File: src/logic/rtc_alarm_pkg.sv
/*
 * Shared constants and types for the clock/calendar register and alarm block.
 * Assumes a 32-bit APB master and a timekeeping core that supplies BCD time.
 */
`default_nettype none
package rtc_alarm_pkg;
    // =====================================================================
    // register byte offsets
    localparam logic [7:0] OFF_CLOCK_CFG  = 8'h00;
    localparam logic [7:0] OFF_VALUE_WIN  = 8'h04;
    localparam logic [7:0] OFF_ALARM_CFG  = 8'h08;
    localparam logic [7:0] OFF_ALARM_WIN  = 8'h0C;
    localparam logic [7:0] OFF_UNLOCK_KEY = 8'h10;
    localparam logic [7:0] OFF_POWER_CTRL = 8'h14;
    localparam logic [7:0] OFF_IRQ_STATUS = 8'h18;
    localparam logic [7:0] OFF_IRQ_MASK   = 8'h1C;
    // =====================================================================
    // field positions
    localparam int BIT_WREN      = 13;
    localparam int BIT_PTR_LO    = 8;
    localparam int BIT_ENABLE    = 15;
    localparam int BIT_CHIME     = 14;
    localparam int BIT_MASK_LO   = 10;
    localparam int BIT_CLKSEL_LO = 10;
    localparam int BIT_IRQ_ALARM = 0;
    // =====================================================================
    // values
    localparam logic [7:0]  KEY_FIRST    = 8'h55;
    localparam logic [7:0]  KEY_SECOND   = 8'hAA;
    localparam logic [7:0]  REPEAT_MAX   = 8'hFF;
    localparam logic [7:0]  REPEAT_ZERO  = 8'h00;
    localparam logic [15:0] ALARM_CFG_RST = 16'h0000;
    localparam logic [1:0]  PTR_MIN_SEC  = 2'b00;
    localparam logic [1:0]  PTR_WD_HOUR  = 2'b01;
    localparam logic [1:0]  PTR_MON_DAY  = 2'b10;
    localparam logic [1:0]  PTR_TOP      = 2'b11;
    localparam logic [3:0]  MASK_HALF_SEC = 4'h0;
    localparam logic [3:0]  MASK_SEC      = 4'h1;
    localparam logic [3:0]  MASK_TEN_SEC  = 4'h2;
    localparam logic [3:0]  MASK_MINUTE   = 4'h3;
    localparam logic [3:0]  MASK_TEN_MIN  = 4'h4;
    localparam logic [3:0]  MASK_HOUR     = 4'h5;
    localparam logic [3:0]  MASK_DAY      = 4'h6;
    localparam logic [3:0]  MASK_WEEK     = 4'h7;
    localparam logic [3:0]  MASK_MONTH    = 4'h8;
    localparam logic [3:0]  MASK_YEAR     = 4'h9;
    localparam int IRQ_W = 1;
    // =====================================================================
    // types
    typedef enum logic [1:0] {
        CLK_SECONDARY_OSC = 2'b00,
        CLK_LOW_POWER_RC  = 2'b01,
        CLK_EXT_50HZ      = 2'b10,
        CLK_EXT_60HZ      = 2'b11
    } ref_clk_t;
    typedef enum logic [1:0] {
        KEY_IDLE = 2'b00,
        KEY_GOT1 = 2'b01,
        KEY_OPEN = 2'b10
    } key_state_t;
    typedef struct packed {
        logic       halfSec;
        logic [6:0] second;
        logic [6:0] minute;
        logic [5:0] hour;
        logic [2:0] weekday;
        logic [5:0] day;
        logic [4:0] month;
        logic [7:0] year;
    } time_t;
    typedef struct packed {
        logic        valid;
        logic [1:0]  sel;
        logic        hiEn;
        logic        loEn;
        logic [15:0] data;
    } timer_wr_t;
endpackage
`default_nettype wire

File: src/logic/rtc_alarm_register_access.sv
/*
 * Register window, write lock, alarm configuration and alarm matching of the
 * clock/calendar, reached over APB. Assumes curTime and halfSecTick come from
 * the timekeeping core on clk_sys; timer writes are handed to that core.
 */
// The implementer's own choices: the APB interface to the registers and the address map.
`timescale 1ns/10ps
`default_nettype none
// Overview of operation
// - value window pointer picks min/sec, weekday/hour, month/day or year pair
// - alarm window pointer picks alarm min/sec, weekday/hour, month/day, power times
// - writing alarm window high byte decrements pointer, holding at 00
// - any read of either window decrements its pointer, byte or word alike
// - timer writes only pass while the write-enable bit is set
// - write-enable may be set only right after the 55h, AAh key pair
// - two-bit field selects secondary osc, low-power RC, 50 Hz or 60 Hz
// - alarm enable clears after an event with repeat zero and chime off
// - chime on lets repeat count wrap 00h to FFh, else stops at 00h
// - four-bit mask sets interval half second to year; codes above reserved
// - repeat count decrements on every alarm event while above 00h
// - alarm month/day holds BCD month tens, month ones, day tens, day ones
// - alarm weekday/hour holds BCD weekday, hour tens, hour ones
// - writes to alarm month/day and weekday/hour need write-enable set
// - all alarm configuration bits reset to zero
module rtc_alarm_register_access
    import rtc_alarm_pkg::*;
#(
    parameter int ADDR_W = 8
) (
    // clock and reset
    input  wire logic              clk_sys,
    input  wire logic              srst,
    // apb slave
    input  wire logic              psel,
    input  wire logic              penable,
    input  wire logic              pwrite,
    input  wire logic [ADDR_W-1:0] paddr,
    input  wire logic [31:0]       pwdata,
    input  wire logic [3:0]        pstrb,
    output logic [31:0]            prdata,
    output logic                   pready,
    output logic                   pslverr,
    // timekeeping core
    input  wire time_t             curTime,
    input  wire logic              halfSecTick,
    output timer_wr_t              timerWr,
    output ref_clk_t               refClkSel,
    // events
    output logic                   alarmEvent,
    output logic                   irq
);
    // =====================================================================
    // bus decode
    logic [7:0]   addrByte;
    logic         setup;
    logic         access;
    logic         wrAcc;
    logic         rdAcc;
    logic         mapped;
    logic         hiWr;
    logic         loWr;
    assign addrByte = paddr[7:0];
    assign setup    = psel && !penable;
    assign access   = psel && penable;
    assign wrAcc    = access && pwrite && mapped;
    assign rdAcc    = access && !pwrite && mapped;
    assign hiWr     = pstrb[1];
    assign loWr     = pstrb[0];

    always_comb begin
        unique case (addrByte)
            OFF_CLOCK_CFG, OFF_VALUE_WIN, OFF_ALARM_CFG, OFF_ALARM_WIN,
            OFF_UNLOCK_KEY, OFF_POWER_CTRL, OFF_IRQ_STATUS, OFF_IRQ_MASK: mapped = 1'b1;
            default: mapped = 1'b0;
        endcase
    end
    // read data is captured in the setup cycle, so no wait state is needed
    assign pready  = 1'b1;
    assign pslverr = access && !mapped;
    // =====================================================================
    // registers
    logic             wren_reg;
    logic [1:0]       valPtr_reg;
    logic             almEnable_reg;
    logic             chime_reg;
    logic [3:0]       almMask_reg;
    logic [1:0]       almPtr_reg;
    logic [7:0]       repeat_reg;
    logic [6:0]       almSec_reg;
    logic [6:0]       almMin_reg;
    logic [5:0]       almHour_reg;
    logic [2:0]       almWday_reg;
    logic [5:0]       almDay_reg;
    logic [4:0]       almMonth_reg;
    logic [7:0]       pwrStab_reg;
    logic [7:0]       pwrSamp_reg;
    ref_clk_t         clkSel_reg;
    logic [IRQ_W-1:0] irqStatus_reg;
    logic [IRQ_W-1:0] irqMask_reg;
    key_state_t       keyState_reg;
    logic [31:0]      prdata_reg;
    timer_wr_t        timerWr_reg;
    // =====================================================================
    // window views
    logic [15:0] valueView;
    logic [15:0] alarmView;
    always_comb begin
        unique case (valPtr_reg)
            PTR_MIN_SEC: valueView = {1'b0, curTime.minute, 1'b0, curTime.second};
            PTR_WD_HOUR: valueView = {5'h00, curTime.weekday, 2'b00, curTime.hour};
            PTR_MON_DAY: valueView = {3'b000, curTime.month, 2'b00, curTime.day};
            PTR_TOP:     valueView = {8'h00, curTime.year};
        endcase
    end
    always_comb begin
        unique case (almPtr_reg)
            PTR_MIN_SEC: alarmView = {1'b0, almMin_reg, 1'b0, almSec_reg};
            PTR_WD_HOUR: alarmView = {5'h00, almWday_reg, 2'b00, almHour_reg};
            PTR_MON_DAY: alarmView = {3'b000, almMonth_reg, 2'b00, almDay_reg};
            PTR_TOP:     alarmView = {pwrStab_reg, pwrSamp_reg};
        endcase
    end
    logic [31:0] readMux;
    always_comb begin
        readMux = 32'h0000_0000;
        unique case (addrByte)
            OFF_CLOCK_CFG: begin
                readMux[BIT_WREN] = wren_reg;
                readMux[BIT_PTR_LO +: 2] = valPtr_reg;
            end
            OFF_VALUE_WIN:  readMux[15:0] = valueView;
            OFF_ALARM_CFG:  readMux[15:0] = {almEnable_reg, chime_reg, almMask_reg,
                                             almPtr_reg, repeat_reg};
            OFF_ALARM_WIN:  readMux[15:0] = alarmView;
            OFF_POWER_CTRL: readMux[BIT_CLKSEL_LO +: 2] = clkSel_reg;
            OFF_IRQ_STATUS: readMux[IRQ_W-1:0] = irqStatus_reg;
            OFF_IRQ_MASK:   readMux[IRQ_W-1:0] = irqMask_reg;
            default:        readMux = 32'h0000_0000;
        endcase
    end

    always_ff @(posedge clk_sys) begin
        if (srst) begin
            prdata_reg <= 32'h0000_0000;
        end else if (setup && !pwrite) begin
            prdata_reg <= readMux;
        end
    end
    assign prdata = prdata_reg;
    // =====================================================================
    // unlock key sequence
    logic keyWr;
    assign keyWr = wrAcc && (addrByte == OFF_UNLOCK_KEY) && loWr;
    always_ff @(posedge clk_sys) begin
        if (srst) begin
            keyState_reg <= KEY_IDLE;
        end else if (access) begin
            // the open window lasts for exactly the next bus transfer
            unique case (keyState_reg)
                KEY_IDLE: keyState_reg <= (keyWr && pwdata[7:0] == KEY_FIRST)
                                          ? KEY_GOT1 : KEY_IDLE;
                KEY_GOT1: keyState_reg <= (keyWr && pwdata[7:0] == KEY_SECOND)
                                          ? KEY_OPEN : KEY_IDLE;
                KEY_OPEN: keyState_reg <= KEY_IDLE;
                default:  keyState_reg <= KEY_IDLE;
            endcase
        end
    end

    // =====================================================================
    // clock configuration and value window pointer
    logic cfgWr;
    logic valWinRd;
    logic valWinHiWr;
    assign cfgWr      = wrAcc && (addrByte == OFF_CLOCK_CFG);
    assign valWinRd   = rdAcc && (addrByte == OFF_VALUE_WIN);
    assign valWinHiWr = wrAcc && (addrByte == OFF_VALUE_WIN) && hiWr;
    always_ff @(posedge clk_sys) begin
        if (srst) begin
            wren_reg <= 1'b0;
        end else if (cfgWr && pstrb[1]) begin
            // clearing is always allowed; setting only inside the key window
            wren_reg <= pwdata[BIT_WREN] && (wren_reg || keyState_reg == KEY_OPEN);
        end
    end

    always_ff @(posedge clk_sys) begin
        if (srst) begin
            valPtr_reg <= PTR_MIN_SEC;
        end else if (cfgWr && pstrb[1]) begin
            valPtr_reg <= pwdata[BIT_PTR_LO +: 2];
        end else if ((valWinRd || valWinHiWr) && valPtr_reg != PTR_MIN_SEC) begin
            valPtr_reg <= valPtr_reg - 2'b01;
        end
    end
    // timer writes go to the core only while unlocked
    always_ff @(posedge clk_sys) begin
        if (srst) begin
            timerWr_reg <= '0;
        end else begin
            timerWr_reg.valid <= wrAcc && (addrByte == OFF_VALUE_WIN) && wren_reg
                                 && (hiWr || loWr);
            timerWr_reg.sel   <= valPtr_reg;
            timerWr_reg.hiEn  <= hiWr;
            timerWr_reg.loEn  <= loWr;
            timerWr_reg.data  <= pwdata[15:0];
        end
    end
    assign timerWr = timerWr_reg;
    // =====================================================================
    // reference clock select
    always_ff @(posedge clk_sys) begin
        if (srst) begin
            clkSel_reg <= CLK_SECONDARY_OSC;
        end else if (wrAcc && addrByte == OFF_POWER_CTRL && pstrb[1]) begin
            clkSel_reg <= ref_clk_t'(pwdata[BIT_CLKSEL_LO +: 2]);
        end
    end
    assign refClkSel = clkSel_reg;
    // =====================================================================
    // alarm matching
    logic [6:0] matchChain;
    logic       maskMatch;
    assign matchChain[0] = !curTime.halfSec;
    assign matchChain[1] = matchChain[0] && curTime.second[3:0] == almSec_reg[3:0];
    assign matchChain[2] = matchChain[1] && curTime.second[6:4] == almSec_reg[6:4];
    assign matchChain[3] = matchChain[2] && curTime.minute[3:0] == almMin_reg[3:0];
    assign matchChain[4] = matchChain[3] && curTime.minute[6:4] == almMin_reg[6:4];
    assign matchChain[5] = matchChain[4] && curTime.hour == almHour_reg;
    assign matchChain[6] = matchChain[5] && curTime.day == almDay_reg;

    always_comb begin
        unique case (almMask_reg)
            MASK_HALF_SEC: maskMatch = 1'b1;
            MASK_SEC:      maskMatch = matchChain[0];
            MASK_TEN_SEC:  maskMatch = matchChain[1];
            MASK_MINUTE:   maskMatch = matchChain[2];
            MASK_TEN_MIN:  maskMatch = matchChain[3];
            MASK_HOUR:     maskMatch = matchChain[4];
            MASK_DAY:      maskMatch = matchChain[5];
            MASK_WEEK:     maskMatch = matchChain[5] && curTime.weekday == almWday_reg;
            MASK_MONTH:    maskMatch = matchChain[6];
            MASK_YEAR:     maskMatch = matchChain[6] && curTime.month == almMonth_reg;
            default:       maskMatch = 1'b0; // reserved codes never fire
        endcase
    end
    assign alarmEvent = almEnable_reg && halfSecTick && maskMatch;
    // =====================================================================
    // alarm configuration and repeat counter
    logic almCfgWr;
    logic almWinRd;
    logic almWinHiWr;
    logic almWinLoWr;
    assign almCfgWr   = wrAcc && (addrByte == OFF_ALARM_CFG);
    assign almWinRd   = rdAcc && (addrByte == OFF_ALARM_WIN);
    assign almWinHiWr = wrAcc && (addrByte == OFF_ALARM_WIN) && hiWr;
    assign almWinLoWr = wrAcc && (addrByte == OFF_ALARM_WIN) && loWr;
    always_ff @(posedge clk_sys) begin
        if (srst) begin
            {almEnable_reg, chime_reg, almMask_reg, almPtr_reg} <= ALARM_CFG_RST[15:8];
        end else begin
            if (almCfgWr && pstrb[1]) begin
                {almEnable_reg, chime_reg, almMask_reg, almPtr_reg} <= pwdata[15:8];
            end else begin
                if (alarmEvent && repeat_reg == REPEAT_ZERO && !chime_reg) begin
                    almEnable_reg <= 1'b0;
                end
                if ((almWinRd || almWinHiWr) && almPtr_reg != PTR_MIN_SEC) begin
                    almPtr_reg <= almPtr_reg - 2'b01;
                end
            end
        end
    end

    always_ff @(posedge clk_sys) begin
        if (srst) begin
            repeat_reg <= ALARM_CFG_RST[7:0];
        end else if (almCfgWr && pstrb[0]) begin
            repeat_reg <= pwdata[7:0];
        end else if (alarmEvent) begin
            if (repeat_reg != REPEAT_ZERO) begin
                repeat_reg <= repeat_reg - 8'h01;
            end else if (chime_reg) begin
                repeat_reg <= REPEAT_MAX;
            end
        end
    end

    // =====================================================================
    // alarm value registers behind the alarm window
    logic almValOk;
    assign almValOk = wren_reg;
    always_ff @(posedge clk_sys) begin
        if (srst) begin
            {almMin_reg, almSec_reg} <= 14'h0000;
            {almWday_reg, almHour_reg, almMonth_reg, almDay_reg} <= 20'h0_0000;
            {pwrStab_reg, pwrSamp_reg} <= 16'h0000;
        end else begin
            unique case (almPtr_reg)
                PTR_MIN_SEC: begin
                    if (almWinHiWr && almValOk) almMin_reg <= pwdata[14:8];
                    if (almWinLoWr && almValOk) almSec_reg <= pwdata[6:0];
                end
                PTR_WD_HOUR: begin
                    if (almWinHiWr && almValOk) almWday_reg <= pwdata[10:8];
                    if (almWinLoWr && almValOk) almHour_reg <= pwdata[5:0];
                end
                PTR_MON_DAY: begin
                    if (almWinHiWr && almValOk) almMonth_reg <= pwdata[12:8];
                    if (almWinLoWr && almValOk) almDay_reg <= pwdata[5:0];
                end
                PTR_TOP: begin
                    if (almWinHiWr) pwrStab_reg <= pwdata[15:8];
                    if (almWinLoWr) pwrSamp_reg <= pwdata[7:0];
                end
            endcase
        end
    end

    // =====================================================================
    // interrupt status and mask; a new event wins over a clearing write
    always_ff @(posedge clk_sys) begin
        if (srst) begin
            irqStatus_reg <= '0;
        end else begin
            for (int i = 0; i < IRQ_W; i++) begin
                if (i == BIT_IRQ_ALARM && alarmEvent) begin
                    irqStatus_reg[i] <= 1'b1;
                end else if (wrAcc && addrByte == OFF_IRQ_STATUS && pstrb[0] && pwdata[i]) begin
                    irqStatus_reg[i] <= 1'b0;
                end
            end
        end
    end
    always_ff @(posedge clk_sys) begin
        if (srst) begin
            irqMask_reg <= '0;
        end else if (wrAcc && addrByte == OFF_IRQ_MASK && pstrb[0]) begin
            irqMask_reg <= pwdata[IRQ_W-1:0];
        end
    end
    assign irq = |(irqStatus_reg & irqMask_reg);
endmodule
`default_nettype wire

File: config.mk
export PLATFORM = sky130hd
export DESIGN_NAME = rtc_alarm_register_access
export DESIGN_NICKNAME = d
export VERILOG_FILES = /design/src/logic/rtc_alarm_pkg.sv /design/src/logic/rtc_alarm_register_access.sv
export SDC_FILE = /design/constraint.sdc
export NUM_CORES = 1
export LEC_CHECK = 0
export ABC_AREA = 1
export BUFFER_PORTS_ARGS = -buffer_cell sky130_fd_sc_hd__buf_4
export CAP_MARGIN = 20
export CORE_MARGIN = 2
export CORE_UTILIZATION = 51
export DETAILED_ROUTE_END_ITERATION = 12
export PLACE_DENSITY = 0.77
export SYNTH_ARGS = -nofsm -noshare
export SYNTH_HDL_FRONTEND = slang
export SYNTH_SLANG_ARGS = --single-unit
File: constraint.sdc
create_clock -name clk_sys -period 3.2 [get_ports clk_sys]
set_input_delay 0.32 -clock clk_sys [delete_from_list [all_inputs] [get_ports clk_sys]]
set_output_delay 0.32 -clock clk_sys [all_outputs]
set_load 0.02 [all_outputs]
==> Word-level counts from Yosys, hierarchy flattened <==
Memory sizes are Yosys's and may differ from the RTL's.
Cells that the tools add are included.
{ "totals": {"in_bits": 93, "ff_bits": 112, "memories": 1, "output_inout_bits": 59, "elab_cells": 174, "romBits": 32} }
{ "memory_table": {"columns": ["name", "words", "width", "read_ports", "rd_ports_with_merged_regs", "wr", "line_no", "text"], "rows": [
  ["(name not given)", 32, 1, 1, 0, 0, "rtc_alarm_register_access.sv:71", "unique case (addrByte)"]
]} }
{ "op_classes": {"reduce_logical": 84, "bitwise_logic": 1, "n_eq_ne": 34, "add_sub_neg": 3, "muxes": 26} }
{ "op_table": {"columns": ["op", "count"], "rows": [
  ["one-hot mux 16 bit (4 select lines)", 2],
  ["logical AND 1 bit", 50],
  ["equality test 8 x 5 -> 1 bit, second input constant", 4],
  ["2-to-1 mux 8 bit", 4],
  ["one-hot mux 7 bit (3 select lines)", 1],
  ["AND reduction 2 bit", 9],
  ["equality test 4 x 3 -> 1 bit, second input constant", 4],
  ["equality test 8 x 4 -> 1 bit, second input constant", 2],
  ["logical NOT 8 bit", 2],
  ["one-hot mux 2 bit (4 select lines)", 2],
  ["nonzero test 2 bit", 7],
  ["equality test 6 bit", 2],
  ["equality test 2 bit, second input constant", 5],
  ["2-to-1 mux 2 bit", 5],
  ["one-hot mux 1 bit (10 select lines)", 1],
  ["equality test 3 bit", 3],
  ["equality test 4 x 2 -> 1 bit, second input constant", 2],
  ["equality test 4 bit", 2],
  ["equality test 4 bit, second input constant", 2],
  ["equality test 8 x 3 -> 1 bit, second input constant", 1],
  ["equality test 8 x 7 -> 1 bit, second input constant", 1],
  ["equality test 8 bit, second input constant", 1],
  ["nonzero test 8 bit", 1],
  ["subtractor 8 x 1 -> 8 bit, second input constant", 1],
  ["17 further kinds", 34]
]} }

==> Logic depth before layout (Yosys ltp) <==
Gate-level depths: netlist of run 1.
{ "logic_depth": {"word_depth": 14, "ltp_mapped": 14} }

==> Least setup slack after synthesis of run 1 <==
OpenSTA, ideal clock, no wires.
{ "synth_path": {"path_kind": "register -> register", "from": "reg almPtr_reg[0]", "to": "reg almMin_reg[4]", "path_slack_ns": 1.470, "arrival_time_ns": 1.610, "required_ns": 3.081, "stages_incl_launch_ff": 10, "setup_ns": 0.119, "cell_sequence": "dfxtp_1 inv_1 ha_1 clkbuf_1 inv_1 clkbuf_1 nor2_4 buf_4 o21ai_0 a21oi_1"} }
{ "synth_via": {"elab_chain_len": 2} }
{ "synth_rtl": {"columns": ["element", "line_no", "text"], "rows": [
  ["start, declared", "rtc_alarm_register_access.sv:87", "logic [1:0] almPtr_reg;"],
  ["start signal, assigned", "rtc_alarm_register_access.sv:260", "{almEnable_reg, chime_reg, almMask_reg, almPtr_reg} <= ALARM_CFG_RST[15:8];"],
  ["start signal, assigned", "rtc_alarm_register_access.sv:263", "{almEnable_reg, chime_reg, almMask_reg, almPtr_reg} <= pwdata[15:8];"],
  ["start signal, assigned", "rtc_alarm_register_access.sv:269", "almPtr_reg <= almPtr_reg - 2'b01;"],
  ["logical NOT 2 bit", "rtc_alarm_register_access.sv:299", "unique case (almPtr_reg)"],
  ["AND reduction 2 bit (no source line)", null, null],
  ["end signal, assigned", "rtc_alarm_register_access.sv:301", "if (almWinHiWr && almValOk) almMin_reg <= pwdata[14:8];"],
  ["end, declared", "rtc_alarm_register_access.sv:90", "logic [6:0] almMin_reg;"]
]} }
Every way passes these cells.
A chain may end at the register's enable or synchronous reset.

==> Final worst setup path of run 1 <==
{ "layout_path": {"from": "reg almMask_reg[0]", "to": "out alarmEvent"} }
{ "layout_via": {"elab_chain_len": 3, "elab_cells_between_ends": 12, "cone_classes": "eq/ne: 9; mux: 1; reduce/logical: 2"} }
{ "layout_rtl": {"columns": ["element", "line_no", "text"], "rows": [
  ["start, declared", "rtc_alarm_register_access.sv:86", "logic [3:0] almMask_reg;"],
  ["start signal, assigned", "rtc_alarm_register_access.sv:260", null],
  ["start signal, assigned", "rtc_alarm_register_access.sv:263", null],
  ["equality test 4 bit, or another cell as far along", "rtc_alarm_register_access.sv:233", "unique case (almMask_reg)"],
  ["one-hot mux 1 bit (10 select lines) (*)", "rtc_alarm_register_access.sv:233", null],
  ["logical AND 1 bit (*)", "rtc_alarm_register_access.sv:247", "assign alarmEvent = almEnable_reg && halfSecTick && maskMatch;"],
  ["end, declared", "rtc_alarm_register_access.sv:49", "output logic alarmEvent,"]
]} }
Every way passes the cells marked *; elsewhere a longest branch is shown, timed or not.

==> results.sh, run 1 <==
export IMPL_cp_cell_sequence="inv_1 -> nor2_1 -> o21ai_0 -> nor2_1 -> nand3_1 -> nand2_1 -> nand2_1 -> nand2_1 -> nand2_1 -> nand2_1 -> nand2_1 -> inv_1 -> buf_4"
export IMPL_gp_congestion=0.989
export IMPL_grt_max_degree=48
export IMPL_multi_input_area_mm2=0.00320
export IMPL_holdCritPathClass="in2reg"
export IMPL_finalCritPeriodShare=0.760
export IMPL_maxCapViolCount=0
export IMPL_num_fill_cells=1110
export IMPL_peakVddDrop_v=0.000269
export IMPL_path_max_fanout=4
export IMPL_period_needed_ns=2.43
export IMPL_relSlewSlack=0.370
export IMPL_largest_register_ffs=21
export IMPL_antenna_found_initial=0
export IMPL_cts_setup_buffers=0
export IMPL_hp_start="pwdata[15]"
export IMPL_wirelength_mm=19.1
export IMPL_drive_gt1_frac=0.185
export IMPL_whs_endpoint="timerWr[15]"
export IMPL_viasPerCell=5.70
export IMPL_post_cts_resized_instances=0
export IMPL_gr_total_overflow=0
export IMPL_wl_per_cell_um=17.1
export IMPL_finalNetCount=1076
export IMPL_fin_tns_setup_ns=0
export IMPL_async_flop_share=0
export IMPL_grt_pass1_wl_mm=29.6
export IMPL_avgSynthCellArea_um2=7.01
export IMPL_r2r_cells=8
export IMPL_synth_top_area_share=0.367
export IMPL_arrival_ns=2.11
export IMPL_hold_buffers=0
export IMPL_io_pins=152
export IMPL_hold_viol=0
export IMPL_endpoint_kind="output pin"
export IMPL_area_growth_pct=19.8
export IMPL_synth_distinct_cells=49
export IMPL_hpwl_mm=14.2
export IMPL_yosys_cell_count_top_type="nand2_1"
export IMPL_worstMarginPinSlew_ns=0.944
export IMPL_drt_iter0_drc=653
export IMPL_vias=6385
export IMPL_drt_pass1_iter_count=5
export IMPL_placedCellCount=1105
export IMPL_skew_ns=0.00749
export IMPL_fp_dieArea_mm2=0.0129
export IMPL_die_h_um=114
export IMPL_slowest_delay_ns=0.41
export IMPL_slowest_stage="dfxtp_1"
export IMPL_rows=39
export IMPL_grtUsageTotal=0.296
export IMPL_rr_startpoint="almPtr_reg[0]"
export IMPL_clockRootBuffer="clkbuf_16"
export IMPL_seq_area_mm2=0.00224
export IMPL_cts_tree="done"
export IMPL_dieWidth_um=114
export IMPL_fp_coreArea_mm2=0.0116
export IMPL_fin_util=0.633
export IMPL_grt_pass1_vias=5648
export IMPL_critical_path_top_delay_family="simple AND/OR/NAND/NOR gates"
export IMPL_antenna_cells=0
export IMPL_critical_path_startpoint_type="flip-flop"
export IMPL_synthTopCellsByCount="nand2_1, dfxtp_1, inv_1, a21oi_1, o21ai_0"
export IMPL_netlist_area_mm2=0.00612
export IMPL_cts_buffers_inserted=9
export IMPL_hold_path_depth=3
export IMPL_synth_edf_count=0
export IMPL_synthFlopType="dfxtp_1"
export IMPL_slew_violations=0
export IMPL_clockBufferDepth=2
export IMPL_p_leak_nw=3.11
export IMPL_ys_seq_area_frac=0.367
export IMPL_syn_inst=872
export IMPL_fmax_mhz=411
export IMPL_fin_cells=1120
export IMPL_rsz0062_at_grt="no"
export IMPL_clock_sinks=112
export IMPL_drcViolationCount=0
export IMPL_outcome="completed"
export IMPL_pwr_density_cell_mw_per_mm2=399
export IMPL_ant_nets=0
export IMPL_critPathKind="reg2out"
export IMPL_path_clk_slew_ns=0.07
export IMPL_yosys_area_top_type="dfxtp_1"
export IMPL_final_setup_viol_count=0
export IMPL_h_tree_depth=3
export IMPL_synth_area_leaders="dfxtp_1, nand2_1, a21oi_1, o21ai_0, inv_1"
export IMPL_required_ns=2.88
export IMPL_path_buf_inv=3
export IMPL_r2r_slack_ns=0.85
export IMPL_clk_latency_ns=0.36
export IMPL_critPathMostFrequentCell="nand2_1"
export IMPL_start_util=0.529
export IMPL_timing_rr_end="prdata[3]"
export IMPL_io_buffers=116
export IMPL_synth_seq_cells=112
export IMPL_ys_warn_count=0
==> per-layer routing <==
metal | vias up | track usage | wire, um
li1 | 3061 | - | -
met1 | 2928 | 0.416 | 8300
met2 | 362 | 0.453 | 8450
met3 | 34 | 0.0632 | 2010
met4 | 0 | 0.102 | 375
met5 | - | 0 | 0
==> worst register-to-register path, delay by kind of cell, from the launching register on <==
kind	cells	cell delay, ns
AOI/OAI and AO/OA	4	0.99
DFF	1	0.35
and+or+nand+nor	1	0.10
buffers and inverters	2	0.54
adders and majority gates	1	0.31
==> stage by stage <==
step	hold WS [ns]	cell area [um^2]	power, mW	worst slack (ns)
after floorplan	0.410	6170	1.58	1.47
after global placement	0.440	7000	1.72	0.850
after detailed placement	0.449	7000	1.72	0.753
after CTS	0.187	7320	2.93	0.825
after global routing	0.211	7320	3.01	0.586
final	0.193	7320	2.92	0.768
==> cell families (layout without fill, tap and decap cells) <==
logic type / count (synthesis) / in the layout / synth area share
compound gates: 257 / 257 / 0.230
simple gates: 308 / 308 / 0.243
buf+inv: 170 / 260 / 0.120
other cells: 2 / 17 / 0.00123
mux: 1 / 1 / 0.00164
fa+ha+maj: 10 / 10 / 0.0205
flops: 112 / 112 / 0.367
xor+xnor: 12 / 12 / 0.0172
==> power breakdown <==
group | switching, mW | internal, mW
clock network | 0.528 | 0.704
logic | 0.168 | 0.111
registers | 0.00483 | 1.41
total | 0.701 | 2.22
==> placed cells by master, fill, tap and decap left out, types with 13 or more instances in the layout <==
cell and n:
nand2_1 141, buf_4 124, nand3_1 44, conb_1 17, inv_1 110, nor2_1 66
o21ai_1 15, nand4_1 13, a21oi_1 103, dfxtp_1 112, o21ai_0 97
==> cell type report <==
class,count,area share
well taps,143,0.0244
clock buffers,10,0.0326
flip-flops and latches,112,0.306
inverters,121,0.0620
clock inverters,5,0.0111
repair buffers,124,0.127
multi-input cells,605,0.437
==> worst max-delay path by stage <==
stage              startpoint             to  cells after the start
5_1_grt        almMask_reg[0]     alarmEvent                     13
3_5_place_dp         paddr[1]  repeat_reg[7]                     10
2_1_floorplan   almPtr_reg[0]  almMin_reg[4]                      9
3_3_place_gp         paddr[1]  repeat_reg[6]                     10
4_1_cts        almMask_reg[2]     alarmEvent                     12
6_report       almMask_reg[0]     alarmEvent                     13
Power figures use the tool's default switching activity.
==> run 2: changes to the inputs <==
- clock period: 3.2 -> 2.53 ns (I/O delays scaled with it)
==> results.sh, run 2 (synthesis results as in run 1) <==
export IMPL_cts_buffers_inserted=9
export IMPL_grtUsageTotal=0.292
export IMPL_drt_iter0_drc=621
export IMPL_seq_area_mm2=0.00224
export IMPL_final_area_mm2=0.00738
export IMPL_rows=39
export IMPL_worstMarginPinSlew_ns=0.664
export IMPL_clock_sinks=112
export IMPL_finalNetCount=1082
export IMPL_io_pins=152
export IMPL_drive_gt1_frac=0.191
export IMPL_clockRootBuffer="clkbuf_16"
export IMPL_num_fill_cells=1095
export IMPL_vias=6343
export IMPL_clockBufferDepth=2
export IMPL_netSwitchingPower_mw=0.897
export IMPL_path_clk_slew_ns=0.07
export IMPL_cts_setup_buffers=0
export IMPL_grt_pass1_vias=5597
export IMPL_final_setup_viol_count=0
export IMPL_p_int_mw=2.82
export IMPL_multi_input_area_mm2=0.00320
export IMPL_area_growth_pct=20.7
export IMPL_whs_ns=0.126
export IMPL_path_max_fanout=5
export IMPL_peakVddDrop_v=0.000363
export IMPL_fp_coreArea_mm2=0.0116
export IMPL_finalCritPeriodShare=0.917
export IMPL_post_cts_resized_instances=0
export IMPL_arrival_ns=2.07
export IMPL_drcViolationCount=0
export IMPL_pwr_share_clk=0.424
export IMPL_largest_register_ffs=21
export IMPL_required_ns=2.28
export IMPL_fmax_mhz=431
export IMPL_wirelength_mm=19.0
export IMPL_skew_ns=0.00666
export IMPL_io_buffers=116
export IMPL_maxCapViolCount=0
export IMPL_cp_cell_sequence="inv_1 -> nand2_1 -> nor2_1 -> nand4_1 -> nor2_1 -> nand2_1 -> nand2_1 -> nand2_1 -> nand2_1 -> nand2_1 -> inv_1 -> buf_4"
export IMPL_pwr_density_cell_mw_per_mm2=504
export IMPL_period_needed_ns=2.32
export IMPL_final_common_cell="nand2_1"
export IMPL_rsz0062_at_grt="no"
export IMPL_mostFrequentLayoutCells="nand2_1, buf_4, dfxtp_1"
export IMPL_ant_nets=0
export IMPL_dieWidth_um=114
export IMPL_viasPerCell=5.63
export IMPL_critical_path_startpoint_type="flip-flop"
export IMPL_p_seq_frac=0.480
export IMPL_gr_total_overflow=0
export IMPL_wl_per_cell_um=16.9
export IMPL_die_h_um=114
export IMPL_gp_congestion=0.984
export IMPL_h_tree_depth=3
export IMPL_fin_tns_setup_ns=0
export IMPL_relSlewSlack=0.553
export IMPL_slowest_stage="dfxtp_1"
export IMPL_slowest_delay_ns=0.32
export IMPL_dp_worst_setup_slack_ns=0.379
export IMPL_start_util=0.529
export IMPL_holdCritPathClass="in2reg"
export IMPL_antenna_found_initial=0
export IMPL_antenna_cells=0
export IMPL_critPathMostFrequentCell="nand2_1"
export IMPL_postPlaceCellArea_mm2=0.00705
export IMPL_hpwl_mm=14.2
export IMPL_grt_pass1_wl_mm=29.2
export IMPL_critPathKind="reg2out"
export IMPL_drt_pass1_iter_count=7
export IMPL_p_leak_nw=3.14
export IMPL_cts_tree="done"
export IMPL_setup_slack_ns=0.209
export IMPL_endpoint_kind="output pin"
export IMPL_fp_dieArea_mm2=0.0129
export IMPL_outcome="completed"
export IMPL_hold_buffers=0
export IMPL_clk_latency_ns=0.36
export IMPL_grt_max_degree=49
export IMPL_pwr_share_comb=0.096
export IMPL_switching_share=0.241
export IMPL_hold_viol=0
export IMPL_slew_violations=0
## run 2: power by group through the flow
stage | clock network (mW) | registers [mW] | logic (mW)
3_3_place_gp | 0 | 1.83 | 0.347
5_1_grt | 1.67 | 1.79 | 0.381
2_1_floorplan | 0 | 1.85 | 0.154
3_5_place_dp | 0 | 1.83 | 0.349
4_1_cts | 1.59 | 1.79 | 0.350
6_report | 1.58 | 1.79 | 0.355
## run 2: per-layer routing
metal  global-route usage  vias to the layer above  share of wire
li1                     -                     3077              -
met1                0.423                     2891           0.45
met2                0.449                      339           0.44
met3               0.0340                       36          0.087
met4                0.109                        0          0.024
met5                    0                        -              0
## run 2: layout make-up
type                    instances  area share
clock inverters                 6      0.0124
inverters                     121      0.0615
flip-flops and latches        112       0.304
repair buffers                130       0.132
well taps                     143      0.0242
clock buffers                  10      0.0324
multi-input cells             605       0.433
## run 2: worst paths after layout
| check | from | end | slack (ns) | cells past startpoint |
|---|---|---|---|---|
| min | pwdata[15] | timerWr[15] | 0.13 | 3 |
| max | almMask_reg[2] | alarmEvent | 0.21 | 12 |
| min reg2reg | pwrStab_reg[6] | pwrStab_reg[6] | 0.46 | 2 |
| max reg2reg | almMask_reg[2] | repeat_reg[6] | 0.36 | 13 |
## run 2: per-stage QoR
stage	utilization	std cells	total power, mW
global route	0.638	1127	3.83
global placement	0.610	1111	2.17
CTS	0.638	1127	3.73
finish	0.638	1127	3.72
detailed placement	0.610	1111	2.18
floorplan	-	887	2.00
## run 2: critical path, delay by kind of cell, from the launching register on
kind                   cells  cell delay [ns]
buffers and inverters      3             0.34
AND/OR/NAND/NOR            9             1.07
flip-flops                 1             0.32
==> run 3: changes to the inputs <==
- CORE_UTILIZATION: 51 -> 54
- PLACE_DENSITY: 0.77 -> 0.81
==> results.sh, run 3 (synthesis results as in run 1) <==
export IMPL_outcome="completed"
export IMPL_fp_coreArea_mm2=0.0109
export IMPL_clk_latency_ns=0.35
export IMPL_wirelength_mm=18.8
export IMPL_relSlewSlack=0.543
export IMPL_worstMarginPinSlew_ns=0.680
export IMPL_final_common_cell="nand2_1"
export IMPL_gp_congestion=0.951
export IMPL_pwr_density_cell_mw_per_mm2=485
export IMPL_largest_register_ffs=21
export IMPL_maxCapViolCount=0
export IMPL_arrival_ns=2.06
export IMPL_grt_pass1_vias=5751
export IMPL_grt_pass1_wl_mm=29.9
export IMPL_rows=38
export IMPL_skew_ns=0.0122
export IMPL_grtUsageTotal=0.301
export IMPL_ant_nets=0
export IMPL_whs_ns=0.153
export IMPL_h_tree_depth=3
export IMPL_fmax_mhz=432
export IMPL_cts_tree="done"
export IMPL_hold_viol=0
export IMPL_critPathKind="reg2out"
export IMPL_path_max_fanout=5
export IMPL_holdCritPathClass="in2reg"
export IMPL_start_util=0.559
export IMPL_slew_violations=0
export IMPL_antenna_cells=0
export IMPL_final_setup_viol_count=0
export IMPL_fin_tns_setup_ns=0
export IMPL_slowest_delay_ns=0.32
export IMPL_r2r_slack_ns=0.31
export IMPL_endpoint_kind="output pin"
export IMPL_hp_start="pwdata[14]"
export IMPL_clockRootBuffer="clkbuf_16"
export IMPL_vias=6312
export IMPL_critical_path_startpoint_type="flip-flop"
export IMPL_rr_startpoint="almPtr_reg[0]"
export IMPL_rsz0062_at_grt="no"
export IMPL_clock_sinks=112
export IMPL_finalNetCount=1079
export IMPL_hpwl_mm=14.0
export IMPL_p_leak_nw=3.11
export IMPL_drcViolationCount=0
export IMPL_crit_start="almMask_reg[2]"
export IMPL_critPathMostFrequentCell="nand2_1"
export IMPL_final_area_mm2=0.00732
export IMPL_postPlaceCellArea_mm2=0.00702
export IMPL_viasPerCell=5.63
export IMPL_drt_pass1_iter_count=5
export IMPL_period_needed_ns=2.31
export IMPL_grt_max_degree=49
export IMPL_slowest_stage="dfxtp_1"
export IMPL_path_clk_slew_ns=0.08
export IMPL_antenna_found_initial=0
export IMPL_io_buffers=116
export IMPL_peakVddDrop_v=0.000496
export IMPL_drt_iter0_drc=632
export IMPL_io_pins=152
export IMPL_dieWidth_um=110
export IMPL_mostFrequentLayoutCells="nand2_1, buf_4, dfxtp_1"
export IMPL_cp_cell_sequence="inv_1 -> nand2_1 -> nor2_1 -> nand4_1 -> nor2_1 -> nand2_1 -> nand2_1 -> nand2_1 -> nand2_1 -> nand2_1 -> inv_1 -> buf_4"
export IMPL_area_growth_pct=19.7
export IMPL_die_h_um=110
export IMPL_num_fill_cells=987
export IMPL_fp_dieArea_mm2=0.0122
export IMPL_drive_gt1_frac=0.191
export IMPL_power_total_mw=3.55
export IMPL_cts_setup_buffers=0
export IMPL_required_ns=2.28
export IMPL_wl_per_cell_um=16.8
export IMPL_gr_total_overflow=0
export IMPL_clockBufferDepth=2
export IMPL_cts_buffers_inserted=9
export IMPL_finalCritPeriodShare=0.915
==> run 3: what timing repair did <==
item                       4_1_cts  5_1_grt
setup endpoints to repair        0        1
resized for setup                0        2
hold buffers                     0        0
==> run 3: worst paths after layout <==
| path | endpoint | cells past startpoint |
|---|---|---|
| max | alarmEvent | 12 |
| min | timerWr[14] | 3 |
| max reg2reg | prdata[4] | 8 |
| min reg2reg | pwrStab_reg[6] | 2 |
==> run 3: power by group <==
group / switching (mW) / internal, mW / leakage, nW
logic: 0.214 / 0.140 / 2.06
clock network: 0.677 / 0.731 / 0.146
registers: 0.00586 / 1.78 / 0.908
==> run 3: critical path, delay by kind of cell, from the launching register on <==
family | cells | cell delay [ns]
AND/OR/NAND/NOR | 9 | 1.07
flip-flops | 1 | 0.32
buffers and inverters | 3 | 0.33
==> run 3: metal layers <==
layer	routed length, um	track usage	share of wire	vias to the layer above
li1	-	-	-	3083
met1	8210	0.432	0.44	2844
met2	8450	0.473	0.45	349
met3	1710	0.0445	0.091	36
met4	418	0.0858	0.022	0
met5	0	0	0	-
==> run 3: cell type report <==
cell class,count,area [um^2],share of cell area
Clock buffer,11,253,0.0345
Clock inverter,5,40.0,0.00547
Inverter,121,454,0.0621
Multi-Input combinational cell,605,3200,0.437
Sequential cell,112,2240,0.306
Tap cell,140,175,0.0239
Timing Repair Buffer,127,953,0.130
==> run 3: metrics by stage <==
stage,instances,util,setup slack [ns]
finish,1121,0.669,0.215
global route,1121,0.669,0.0262
CTS,1121,0.669,0.252
detailed placement,1105,0.642,0.417
global placement,1105,0.642,0.416
floorplan,887,-,0.800
